<file path="src/hdl/pmcm_defs.svh">
// offsets, field positions, reset values and timing counts of the clock manager
`ifndef PMCM_DEFS_SVH
`define PMCM_DEFS_SVH
`define PMCM_ADDR_PWR 8'h00
`define PMCM_ADDR_MODE 8'h04
`define PMCM_ADDR_SRC 8'h08
`define PMCM_ADDR_STAT 8'h0C
`define PMCM_ADDR_EVT 8'h10
`define PMCM_PWR_IDLE 0
`define PMCM_PWR_PDOWN 1
`define PMCM_MODE_SWB 5
`define PMCM_MODE_CD_LO 6
`define PMCM_SRC_WAKE_RC 1
`define PMCM_SRC_RC_IND 2
`define PMCM_SRC_XSEL 3
`define PMCM_SRC_XOFF 4
`define PMCM_STAT_XRDY 4
`define PMCM_CD_RESET 2'h1
`define PMCM_RST_CLKS 8
`define PMCM_WDT_RST_CLKS 512
`define PMCM_CLK_PERIOD_NS 10
`define PMCM_XTAL_WARM_NS 2000
`endif

</file>
<file path="src/hdl/pmcm_pkg.sv">
// types of the clock manager
package pmcm_pkg;
    typedef enum logic [1:0] {
        PMCM_RUN,
        PMCM_IDLE,
        PMCM_PDOWN
    } pmcm_mode_type;
endpackage

</file>
<file path="src/hdl/pmcm_top.sv">
// power mode and clock manager with ahb-lite register slave
`timescale 1ns/1ps
`include "pmcm_defs.svh"
module pmcm_top
    import pmcm_pkg::*;
#(
    parameter int XTAL_WARM_CYCLES =
        `PMCM_XTAL_WARM_NS / `PMCM_CLK_PERIOD_NS,
    parameter int WDT_RST_CYCLES = `PMCM_WDT_RST_CLKS
) (
    input wire logic sys_clk,
    input wire logic rst_n,
    input wire logic hsel,
    input wire logic [31:0] haddr,
    input wire logic [1:0] htrans,
    input wire logic hwrite,
    input wire logic [2:0] hsize,
    input wire logic [31:0] hwdata,
    input wire logic hready,
    output logic hreadyout,
    output logic hresp,
    output logic [31:0] hrdata,
    input wire logic reset_pin,
    input wire logic ext_irq_n,
    input wire logic ext_irq_en,
    input wire logic global_irq_en,
    input wire logic irq_wake,
    input wire logic irq_ack,
    input wire logic wdt_timeout,
    input wire logic wdt_clear,
    input wire logic wdt_rst_en,
    input wire logic por_reset,
    input wire logic ser_rx_line,
    input wire logic ser_rx_en,
    input wire logic ser_tx_write,
    input wire logic ser_busy,
    input wire logic instr_end,
    input wire logic crystal_stable,
    output logic core_clk_en,
    output logic periph_clk_en,
    output logic cycle_strobe,
    output logic cpu_reset,
    output logic skip_next_instr,
    output logic addr_latch_strobe,
    output logic prog_fetch_strobe,
    output logic port_hold,
    output logic osc_xtal_on,
    output logic osc_use_rc
);
    localparam int CD_RST_CYCLES = `PMCM_RST_CLKS;

    initial begin
        if (XTAL_WARM_CYCLES < 1 || XTAL_WARM_CYCLES > 65535)
            $error("pmcm_top: XTAL_WARM_CYCLES out of range");
        if (WDT_RST_CYCLES < 1 || WDT_RST_CYCLES > 65535)
            $error("pmcm_top: WDT_RST_CYCLES out of range");
    end

    // clocks per machine cycle for a divide code
    function automatic logic [10:0] cd_clocks(input logic [1:0] cd);
        case (cd)
            2'h2: cd_clocks = 11'h040;
            2'h3: cd_clocks = 11'h400;
            default: cd_clocks = 11'h004;
        endcase
    endfunction

    // three-stage synchronisers for pins
    logic [2:0] rst_sync;
    logic [2:0] irq_sync;
    logic [2:0] rx_sync;
    logic rst_lvl;
    logic irq_lvl;
    logic rx_lvl;
    always_ff @(posedge sys_clk or negedge rst_n) begin
        if (!rst_n) begin
            rst_sync <= 3'h0;
            irq_sync <= 3'h7;
            rx_sync <= 3'h7;
        end else begin
            rst_sync <= {rst_sync[1:0], reset_pin};
            irq_sync <= {irq_sync[1:0], ext_irq_n};
            rx_sync <= {rx_sync[1:0], ser_rx_line};
        end
    end
    // a change counts once stages two and three agree
    always_ff @(posedge sys_clk or negedge rst_n) begin
        if (!rst_n) begin
            rst_lvl <= 1'b0;
            irq_lvl <= 1'b1;
            rx_lvl <= 1'b1;
        end else begin
            if (rst_sync[1] == rst_sync[2])
                rst_lvl <= rst_sync[2];
            if (irq_sync[1] == irq_sync[2])
                irq_lvl <= irq_sync[2];
            if (rx_sync[1] == rx_sync[2])
                rx_lvl <= rx_sync[2];
        end
    end

    // reset pin qualifier: eight clocks high make a valid reset
    logic [3:0] rst_cnt;
    wire pin_reset = rst_lvl && (rst_cnt >= 4'(CD_RST_CYCLES - 1));
    always_ff @(posedge sys_clk or negedge rst_n) begin
        if (!rst_n)
            rst_cnt <= 4'h0;
        else if (!rst_lvl)
            rst_cnt <= 4'h0;
        else if (rst_cnt != 4'hF)
            rst_cnt <= rst_cnt + 4'h1;
    end

    // watchdog reset follows timeout unless cleared; stopped in power down
    pmcm_mode_type mode;
    logic [15:0] wdt_cnt;
    logic wdt_armed;
    wire wdt_run = wdt_armed && (mode != PMCM_PDOWN);
    wire wdt_fire = wdt_run && (wdt_cnt == 16'(WDT_RST_CYCLES - 1));
    always_ff @(posedge sys_clk or negedge rst_n) begin
        if (!rst_n) begin
            wdt_armed <= 1'b0;
            wdt_cnt <= 16'h0000;
        end else if (wdt_clear || wdt_fire) begin
            wdt_armed <= 1'b0;
            wdt_cnt <= 16'h0000;
        end else if (wdt_run) begin
            wdt_cnt <= wdt_cnt + 16'h0001;
        end else if (wdt_timeout && wdt_rst_en) begin
            wdt_armed <= 1'b1;
        end
    end

    // any system reset source; watchdog is frozen in power down
    wire sys_reset = pin_reset || wdt_fire || por_reset;

    // ahb-lite address phase capture
    logic wr_pend;
    logic rd_pend;
    logic [7:0] ph_addr;
    wire ahb_go = hsel && htrans[1] && hready;
    always_ff @(posedge sys_clk or negedge rst_n) begin
        if (!rst_n) begin
            wr_pend <= 1'b0;
            rd_pend <= 1'b0;
            ph_addr <= 8'h00;
        end else begin
            wr_pend <= ahb_go && hwrite;
            rd_pend <= ahb_go && !hwrite;
            ph_addr <= haddr[7:0];
        end
    end
    wire wr_pwr = wr_pend && (ph_addr == `PMCM_ADDR_PWR);
    wire wr_mode = wr_pend && (ph_addr == `PMCM_ADDR_MODE);
    wire wr_src = wr_pend && (ph_addr == `PMCM_ADDR_SRC);
    wire wr_evt = wr_pend && (ph_addr == `PMCM_ADDR_EVT);

    // control state, software-visible except cd_act and wake_rc_hold
    logic idle_bit;
    logic pdown_bit;
    logic switchback_en;
    logic [1:0] cd_req;
    logic [1:0] cd_act;
    logic osc_source_sel;
    logic rc_active_ind;
    logic crystal_amp_off;
    logic crystal_ready_flag;
    logic rc_wake_sel;
    logic wake_rc_hold;

    // switchback triggers: start edge, buffer write or interrupt acknowledge
    logic rx_prev;
    wire rx_start = ser_rx_en && rx_prev && !rx_lvl;
    wire ext_sb = irq_ack && ext_irq_en && global_irq_en;
    wire sb_fire = switchback_en && (rx_start || ser_tx_write || ext_sb);
    wire cd_lock = switchback_en && ser_busy;
    wire cd_wr_ok = wr_mode && !cd_lock && (hwdata[7:6] != 2'h0);
    wire pd_wake = (mode == PMCM_PDOWN) && !irq_lvl
        && ext_irq_en && global_irq_en;
    wire idle_wake = (mode == PMCM_IDLE) && (irq_wake || wdt_timeout);
    // crystal selection refused until warm
    wire xsel_ok = hwdata[`PMCM_SRC_XSEL] && crystal_ready_flag;

    always_ff @(posedge sys_clk or negedge rst_n) begin
        if (!rst_n)
            rx_prev <= 1'b1;
        else
            rx_prev <= rx_lvl;
    end

    // power control bits; wake clears them, set by write otherwise
    always_ff @(posedge sys_clk or negedge rst_n) begin
        if (!rst_n) begin
            idle_bit <= 1'b0;
            pdown_bit <= 1'b0;
        end else if (sys_reset || idle_wake || pd_wake) begin
            idle_bit <= 1'b0;
            pdown_bit <= 1'b0;
        end else if (wr_pwr) begin
            idle_bit <= hwdata[`PMCM_PWR_IDLE];
            pdown_bit <= hwdata[`PMCM_PWR_PDOWN];
        end
    end

    // idle or power-down entry only at instruction end, so the setter completes
    always_ff @(posedge sys_clk or negedge rst_n) begin
        if (!rst_n)
            mode <= PMCM_RUN;
        else if (sys_reset || idle_wake || pd_wake)
            mode <= PMCM_RUN;
        else if (mode == PMCM_RUN && instr_end && pdown_bit)
            mode <= PMCM_PDOWN;
        else if (mode == PMCM_RUN && instr_end && idle_bit)
            mode <= PMCM_IDLE;
    end

    // divide request and delayed activation
    always_ff @(posedge sys_clk or negedge rst_n) begin
        if (!rst_n) begin
            switchback_en <= 1'b0;
            cd_req <= `PMCM_CD_RESET;
        end else if (sys_reset) begin
            switchback_en <= 1'b0;
            cd_req <= `PMCM_CD_RESET;
        end else begin
            if (wr_mode)
                switchback_en <= hwdata[`PMCM_MODE_SWB];
            if (sb_fire)
                cd_req <= `PMCM_CD_RESET;
            else if (cd_wr_ok)
                cd_req <= hwdata[7:6];
        end
    end
    // switchback and reset act at once; other changes wait for instruction end
    always_ff @(posedge sys_clk or negedge rst_n) begin
        if (!rst_n)
            cd_act <= `PMCM_CD_RESET;
        else if (sys_reset || sb_fire)
            cd_act <= `PMCM_CD_RESET;
        else if (instr_end)
            cd_act <= cd_req;
    end

    // oscillator source control
    logic [15:0] warm_cnt;
    always_ff @(posedge sys_clk or negedge rst_n) begin
        if (!rst_n) begin
            osc_source_sel <= 1'b1;
            crystal_amp_off <= 1'b0;
            rc_wake_sel <= 1'b0;
        end else if (sys_reset) begin
            osc_source_sel <= 1'b1;
            crystal_amp_off <= 1'b0;
            rc_wake_sel <= 1'b0;
        end else if (wr_src) begin
            osc_source_sel <= xsel_ok
                || (osc_source_sel && hwdata[`PMCM_SRC_XSEL]);
            crystal_amp_off <= hwdata[`PMCM_SRC_XOFF];
            rc_wake_sel <= hwdata[`PMCM_SRC_WAKE_RC];
        end
    end
    // active source follows selection one instruction later
    always_ff @(posedge sys_clk or negedge rst_n) begin
        if (!rst_n)
            rc_active_ind <= 1'b0;
        else if (pd_wake && rc_wake_sel)
            rc_active_ind <= 1'b1;
        else if (wake_rc_hold && crystal_ready_flag)
            rc_active_ind <= !osc_source_sel;
        else if (instr_end && !wake_rc_hold)
            rc_active_ind <= !osc_source_sel;
    end
    always_ff @(posedge sys_clk or negedge rst_n) begin
        if (!rst_n)
            wake_rc_hold <= 1'b0;
        else if (pd_wake && rc_wake_sel)
            wake_rc_hold <= 1'b1;
        else if (crystal_ready_flag || sys_reset)
            wake_rc_hold <= 1'b0;
    end
    // crystal warm-up; amplifier off or stopped clocks restart it
    wire xtal_run = !crystal_amp_off && (mode != PMCM_PDOWN);
    always_ff @(posedge sys_clk or negedge rst_n) begin
        if (!rst_n) begin
            warm_cnt <= 16'h0000;
            crystal_ready_flag <= 1'b0;
        end else if (!xtal_run) begin
            warm_cnt <= 16'h0000;
            crystal_ready_flag <= 1'b0;
        end else if (warm_cnt == 16'(XTAL_WARM_CYCLES - 1)) begin
            crystal_ready_flag <= crystal_stable;
        end else begin
            warm_cnt <= warm_cnt + 16'h0001;
        end
    end

    // machine cycle divider; idle peripherals run at quarter rate
    logic [10:0] div_cnt;
    wire [10:0] div_len = (mode == PMCM_IDLE) ? 11'h004
        : cd_clocks(cd_act);
    wire div_wrap = (div_cnt >= div_len - 11'h001);
    always_ff @(posedge sys_clk or negedge rst_n) begin
        if (!rst_n)
            div_cnt <= 11'h000;
        else if (div_wrap || mode == PMCM_PDOWN)
            div_cnt <= 11'h000;
        else
            div_cnt <= div_cnt + 11'h001;
    end

    // pin and clock enable outputs, all registered
    wire run_tick = div_wrap && (mode != PMCM_PDOWN);
    always_ff @(posedge sys_clk or negedge rst_n) begin
        if (!rst_n) begin
            core_clk_en <= 1'b0;
            periph_clk_en <= 1'b0;
            cycle_strobe <= 1'b0;
            cpu_reset <= 1'b1;
            skip_next_instr <= 1'b0;
            addr_latch_strobe <= 1'b1;
            prog_fetch_strobe <= 1'b1;
            port_hold <= 1'b0;
            osc_xtal_on <= 1'b1;
            osc_use_rc <= 1'b0;
        end else begin
            core_clk_en <= (mode == PMCM_RUN);
            periph_clk_en <= (mode != PMCM_PDOWN);
            cycle_strobe <= run_tick;
            cpu_reset <= sys_reset;
            skip_next_instr <= sys_reset && (mode != PMCM_RUN);
            addr_latch_strobe <= (mode != PMCM_PDOWN);
            prog_fetch_strobe <= (mode != PMCM_PDOWN);
            port_hold <= (mode == PMCM_IDLE);
            osc_xtal_on <= xtal_run;
            osc_use_rc <= rc_active_ind;
        end
    end

    // read mux
    wire [31:0] rd_val =
        (ph_addr == `PMCM_ADDR_PWR) ? {30'h0, pdown_bit, idle_bit} :
        (ph_addr == `PMCM_ADDR_MODE) ?
            {24'h0, cd_req, switchback_en, 5'h00} :
        (ph_addr == `PMCM_ADDR_SRC) ? {27'h0, crystal_amp_off,
            osc_source_sel, rc_active_ind, rc_wake_sel, 1'b0} :
        (ph_addr == `PMCM_ADDR_STAT) ?
            {27'h0, crystal_ready_flag, 4'h0} :
        (ph_addr == `PMCM_ADDR_EVT) ? {30'h0, mode} : 32'h0;
    always_ff @(posedge sys_clk or negedge rst_n) begin
        if (!rst_n) begin
            hrdata <= 32'h0;
            hreadyout <= 1'b1;
            hresp <= 1'b0;
        end else begin
            hrdata <= (ahb_go && !hwrite) ? 32'h0 : hrdata;
            hreadyout <= !(ahb_go && !hwrite) || rd_pend;
            hresp <= 1'b0;
            if (rd_pend)
                hrdata <= rd_val;
        end
    end
    logic unused;
    assign unused = ^{hsize, hwdata[31:8], wr_evt, haddr[31:8]};
endmodule // pmcm_top

</file>
<file path="config.mk">
export PLATFORM = sky130hd
export DESIGN_NAME = pmcm_top
export DESIGN_NICKNAME = d
export VERILOG_FILES = /design/src/hdl/pmcm_pkg.sv /design/src/hdl/pmcm_top.sv
export VERILOG_INCLUDE_DIRS = /design/src /design/src/hdl
export SDC_FILE = /design/constraint.sdc
export NUM_CORES = 1
export LEC_CHECK = 0
export BUFFER_PORTS_ARGS = -buffer_cell sky130_fd_sc_hd__buf_2
export CORE_MARGIN = 3
export CORE_UTILIZATION = 53
export CTS_CLUSTER_DIAMETER = 50
export DETAILED_ROUTE_END_ITERATION = 6
export HOLD_SLACK_MARGIN = 0.15
export PLACE_DENSITY = 0.89
export SETUP_SLACK_MARGIN = 0.1
export SLEW_MARGIN = 0
export SYNTH_ARGS = -nofsm -noshare
export SYNTH_HDL_FRONTEND = slang
export SYNTH_SLANG_ARGS = --single-unit
</file>
<file path="constraint.sdc">
create_clock -name sys_clk -period 3.7 [get_ports sys_clk]
set_clock_uncertainty 0.1 [all_clocks]
set_input_delay 0.185 -clock sys_clk [delete_from_list [all_inputs] [get_ports sys_clk]]
set_output_delay 0.185 -clock sys_clk [all_outputs]
set_load 0.01 [all_outputs]
</file>
==> reports/qor_table.md <==
| Stage | Metric | Reported |
| --- | --- | --- |
| die | Number of rows in the core area | 34 |
| route | Detailed-router iteration count before antenna repair | 5 |
| worst setup path | Logic depth of the worst register-to-register path | 11 |
| worst setup path | Worst Path Required | 3.86 ns |
| worst setup path | Max stage delay on crit path | 0.53 ns |
| sta | Tightest Pin Transition | 0.675 ns |
| logic synthesis | Warnings from Yosys | 0 |
| die | Die footprint | 10600 sq um |
| hold path | WHS Path Cells | 5 |
| sta | Max-slew violation total from the final report | 0 |
| worst setup path | Setup slack of the most critical reg-to-reg path | 0.37 ns |
| finish | Layout net count | 657 |
| worst setup path | Source of the worst register-to-register timing path | mode[0] |
| die | Height of the die | 103 um |
| worst setup path | Series of cell instances along the critical path | nand2b_1 -> nand2_1 -> or2_2 -> ha_1 -> inv_1 -> xnor2_1 -> ha_1 -> a2111oi_0 -> a211o_1 -> nand2_1 -> a211oi_1 |
| finish | Share of layout cells above drive strength 1 | 0.194 |
| placed design | Final HPWL DP | 7280 um |
| logic synthesis | Unique cell type count in the Yosys netlist | 56 |
| finish | Number of fill cells in the layout | 674 |
| global routing | Initial antenna violation count | 0 |
| finish | Sequential cell area | 2620 sq um |
| sta | RSZ-0062 raised after global routing | no |
| route | Final ANT Viol Nets | 0 |
| worst setup path | R2R Path End | div_cnt[3] |
| finish | Number of antenna repair diodes | 0 |
| worst setup path | Buffers plus inverters on the worst setup path | 1 |
| logic synthesis | Cell area after synthesis | 4980 sq um |
| cts | Clk Latency, worst-skew pair | 0.37 ns |
| worst setup path | Critical Path End Type | flip-flop |
| placed design | Count of port buffers added during placement | 55 |
| run status | Status | finished, final reports clean |
| logic synthesis | Dominant synthesized flop cell | sky130_fd_sc_hd__dfrtp_1 |
| worst setup path | Crit path kind | reg2reg |
| die | Effective utilization at floorplan | 0.557 |
| worst setup path | Crit path DAT | 3.49 ns |
| sta | Period utilisation layout | 0.900 |
| hold path | Min-Delay Endpoint | wake_rc_hold |
| worst setup path | Kind of start point of the critical path | flip-flop |
| cts | Number of buffers added by the clock tree synthesis step | 9 |
| route | Routed via count | 3844 |
| pwr | P per Cell Area | 400 nW/um^2 |
| worst setup path | Highest fanout seen on the critical path | 10 |
| finish | Post-Layout Inst Area | 5800 sq um |
| cts | Buffer type at the clock tree root | sky130_fd_sc_hd__clkbuf_8 |
| die | Core Area | 8930 sq um |
| global routing | Global-route total usage across every layer | 0.206 |
| die | Number of top-level pins | 134 |
| cts | CTS H-Tree Depth | 3 |
| logic synthesis | Leading cell types by total area after synthesis | sky130_fd_sc_hd__dfrtp_1 (44%), sky130_fd_sc_hd__dfstp_2 (8.4%), sky130_fd_sc_hd__buf_4 (3.9%), sky130_fd_sc_hd__ha_1 (3.5%), sky130_fd_sc_hd__xnor2_1 (3.0%) |
| logic synthesis | Async set-reset flop share out of synthesis | 1.00 |
| global routing | Vias in the first global route | 3706 |
| sta | Maximum clock frequency | 300 MHz |
| route | Iter 0 DRT Violations | 141 |
| cts | Post-CTS setup buffer count | 0 |
| route | Remaining DRCs | 0 |
| cts | Largest buffer count on any clock path | 2 |
| hold path | Type of the most critical hold path | in2reg |
| sta | Smallest hold slack | 0.148 ns |
| pwr | Leakage power | 2.59 nW |
| worst setup path | Slowest cell on crit path | sky130_fd_sc_hd__a2111oi_0 |
| logic synthesis | Cell type with the largest total area after synthesis | sky130_fd_sc_hd__dfrtp_1 |
| pwr | Worst vdd rail ir drop | 0.000302 V |
| placed design | Routability congestion estimate | 0.817 |
| pwr | Final total power | 2.32 mW |
| route | Wire length after detailed routing | 10400 um |
| logic synthesis | Cell with the most instances after synthesis | sky130_fd_sc_hd__dfrtp_1 |
| sta | Aggregate negative setup slack | 0 ns |
| route | Post-DR vias/cell | 5.77 |
| cts | Total number of clock tree sinks | 104 |
| die | Horizontal die dimension | 103 um |
| logic synthesis | Area share of the largest cell type after synthesis | 0.442 |
| sta | Hold violation count in the final report | 0 |
| route | Average detailed-routed wire length per instance | 15.6 um |
| logic synthesis | Post-synth EDFFs | 0 |
| sta | Total of endpoints with negative setup slack in the final report | 0 |
| finish | Area growth, synth to finish | 16.4% |
| sta | Worst max-slew margin expressed relative to the limit | 0.550 |
| cts | TritonCTS clock tree | done |
| placed design | Placed Area | 5310 sq um |
| flow run | MaxCap Viol Count | 0 |
| logic synthesis | Leading cell types by count after synthesis | sky130_fd_sc_hd__dfrtp_1 (88), sky130_fd_sc_hd__nor2_1 (34), sky130_fd_sc_hd__buf_4 (26) |
| worst setup path | Critical path startpoint | mode[0] |
| finish | Multi-input gate area | 2140 sq um |
| global routing | First-pass GRT wire length | 17300 um |
| global routing | Pin count of the biggest net entering global routing | 55 |
| logic synthesis | Seq/Total Area, Yosys | 0.527 |
| logic synthesis | Synthesized area per cell | 10.8 sq um |
| cts | Clock transition at path regs | 0.10 ns |
| worst setup path | Top cell family by delay on the critical path | compound AO/OA/AOI/OAI gates |
| hold path | Beginning of the worst hold path | ext_irq_en |
| logic synthesis | Cell count after synthesis | 462 |
| logic synthesis | #FFs+latches synth | 104 |
| sta | Min cycle time layout | 3.33 ns |
| global routing | Grt ovf | 0 |
-- flip-flops by register name, summed over array words and instances, names as in the netlist, 2 cells and up --
register / cells
cd_req: 2
mode: 2
rst_sync: 3
rx_sync: 3
irq_sync: 3
ph_addr: 8
hrdata: 8
wdt_cnt: 16
div_cnt: 11
rst_cnt: 4
warm_cnt: 16
cd_act: 2
-- area by class of cell --
| cell class | instances | share of cell area |
|---|---|---|
| clock buffer | 9 | 0.0214 |
| multi-input combinational | 326 | 0.369 |
| inverter | 16 | 0.0104 |
| sequential | 104 | 0.453 |
| clock inverter | 7 | 0.00950 |
| timing repair buffer | 96 | 0.114 |
| tap | 108 | 0.0233 |
-- metrics by stage --
| step | setup WS, ns | utilization | instances |
|---|---|---|---|
| floorplan | 0.937 | - | 486 |
| global placement | 0.705 | 0.594 | 619 |
| detailed placement | 0.483 | 0.594 | 619 |
| CTS | 0.440 | 0.649 | 666 |
| global route | 0.209 | 0.649 | 666 |
| finish | 0.370 | 0.649 | 666 |
-- kinds of logic after synthesis --
group                      Yosys count  synth area share
buffers and inverters               56            0.0623
muxes                               14            0.0289
and+or+nand+nor                    160             0.181
DFF                                104             0.527
adders and majority gates           17            0.0412
other                                1          0.000753
AOI/OAI and AO/OA                   86             0.117
xor gates and xnor gates            24            0.0422
-- routing by layer --
metal  global-route usage  up-vias  part of all wire
met5                    0        -                 0
met4               0.0627        0             0.013
met3               0.0419       15             0.058
met2                0.339      148              0.49
met1                0.277     1866              0.44
li1                     -     1815                 -
-- worst max path at each step --
stage / endpoint / cells past startpoint
final: div_cnt[3] / 11
after global routing: div_cnt[3] / 11
after CTS: div_cnt[3] / 11
after detailed placement: div_cnt[8] / 11
after global placement: div_cnt[0] / 11
after floorplan: div_cnt[0] / 11
-- where the power goes --
part	total (mW)	switching (mW)	internal [mW]
logic	0.359	0.204	0.155
clock network	0.656	0.404	0.252
registers	1.30	0.0855	1.22
total	2.32	0.694	1.63
-- worst register-to-register path: cells and delay by family (launching register included) --
kind | cells | cell delay (ns)
xor gates and xnor gates | 1 | 0.14
and+or+nand+nor | 4 | 0.92
AOI/OAI and AO/OA | 3 | 1.09
buffers and inverters | 1 | 0.14
adders and majority gates | 2 | 0.45
DFF | 1 | 0.39
-- cell usage in the layout (no fill, tap or decap), types with 3 or more instances in the layout --
cell,instances
sky130_fd_sc_hd__a211o_1,6
sky130_fd_sc_hd__a211oi_1,11
sky130_fd_sc_hd__a21o_1,3
sky130_fd_sc_hd__a21oi_1,21
sky130_fd_sc_hd__a22o_1,5
sky130_fd_sc_hd__a31oi_1,3
sky130_fd_sc_hd__and3_1,4
sky130_fd_sc_hd__and4_1,3
sky130_fd_sc_hd__and4b_1,3
sky130_fd_sc_hd__buf_2,54
sky130_fd_sc_hd__buf_4,11
sky130_fd_sc_hd__clkbuf_8,9
sky130_fd_sc_hd__conb_1,25
sky130_fd_sc_hd__dfrtp_1,88
sky130_fd_sc_hd__dfstp_2,16
sky130_fd_sc_hd__dlygate4sd3_1,31
sky130_fd_sc_hd__ha_1,14
sky130_fd_sc_hd__inv_1,16
sky130_fd_sc_hd__maj3_1,3
sky130_fd_sc_hd__mux2_2,3
sky130_fd_sc_hd__mux2i_1,11
sky130_fd_sc_hd__nand2_1,20
sky130_fd_sc_hd__nand2b_1,8
sky130_fd_sc_hd__nand3_1,20
sky130_fd_sc_hd__nand4_1,12
sky130_fd_sc_hd__nor2_1,34
sky130_fd_sc_hd__nor2b_1,3
sky130_fd_sc_hd__nor3_1,15
sky130_fd_sc_hd__nor4_1,11
sky130_fd_sc_hd__o21ai_0,15
sky130_fd_sc_hd__o21bai_1,3
sky130_fd_sc_hd__o31ai_1,6
sky130_fd_sc_hd__or3_1,7
sky130_fd_sc_hd__or4_1,8
sky130_fd_sc_hd__xnor2_1,17
sky130_fd_sc_hd__xor2_1,7
-- timing repair --
item                      4_1_cts  5_1_grt
hold buffers                   31        0
hold endpoints to repair       68        0
resized for setup               0        0
No activity file was read; power rests on OpenSTA's default activity.
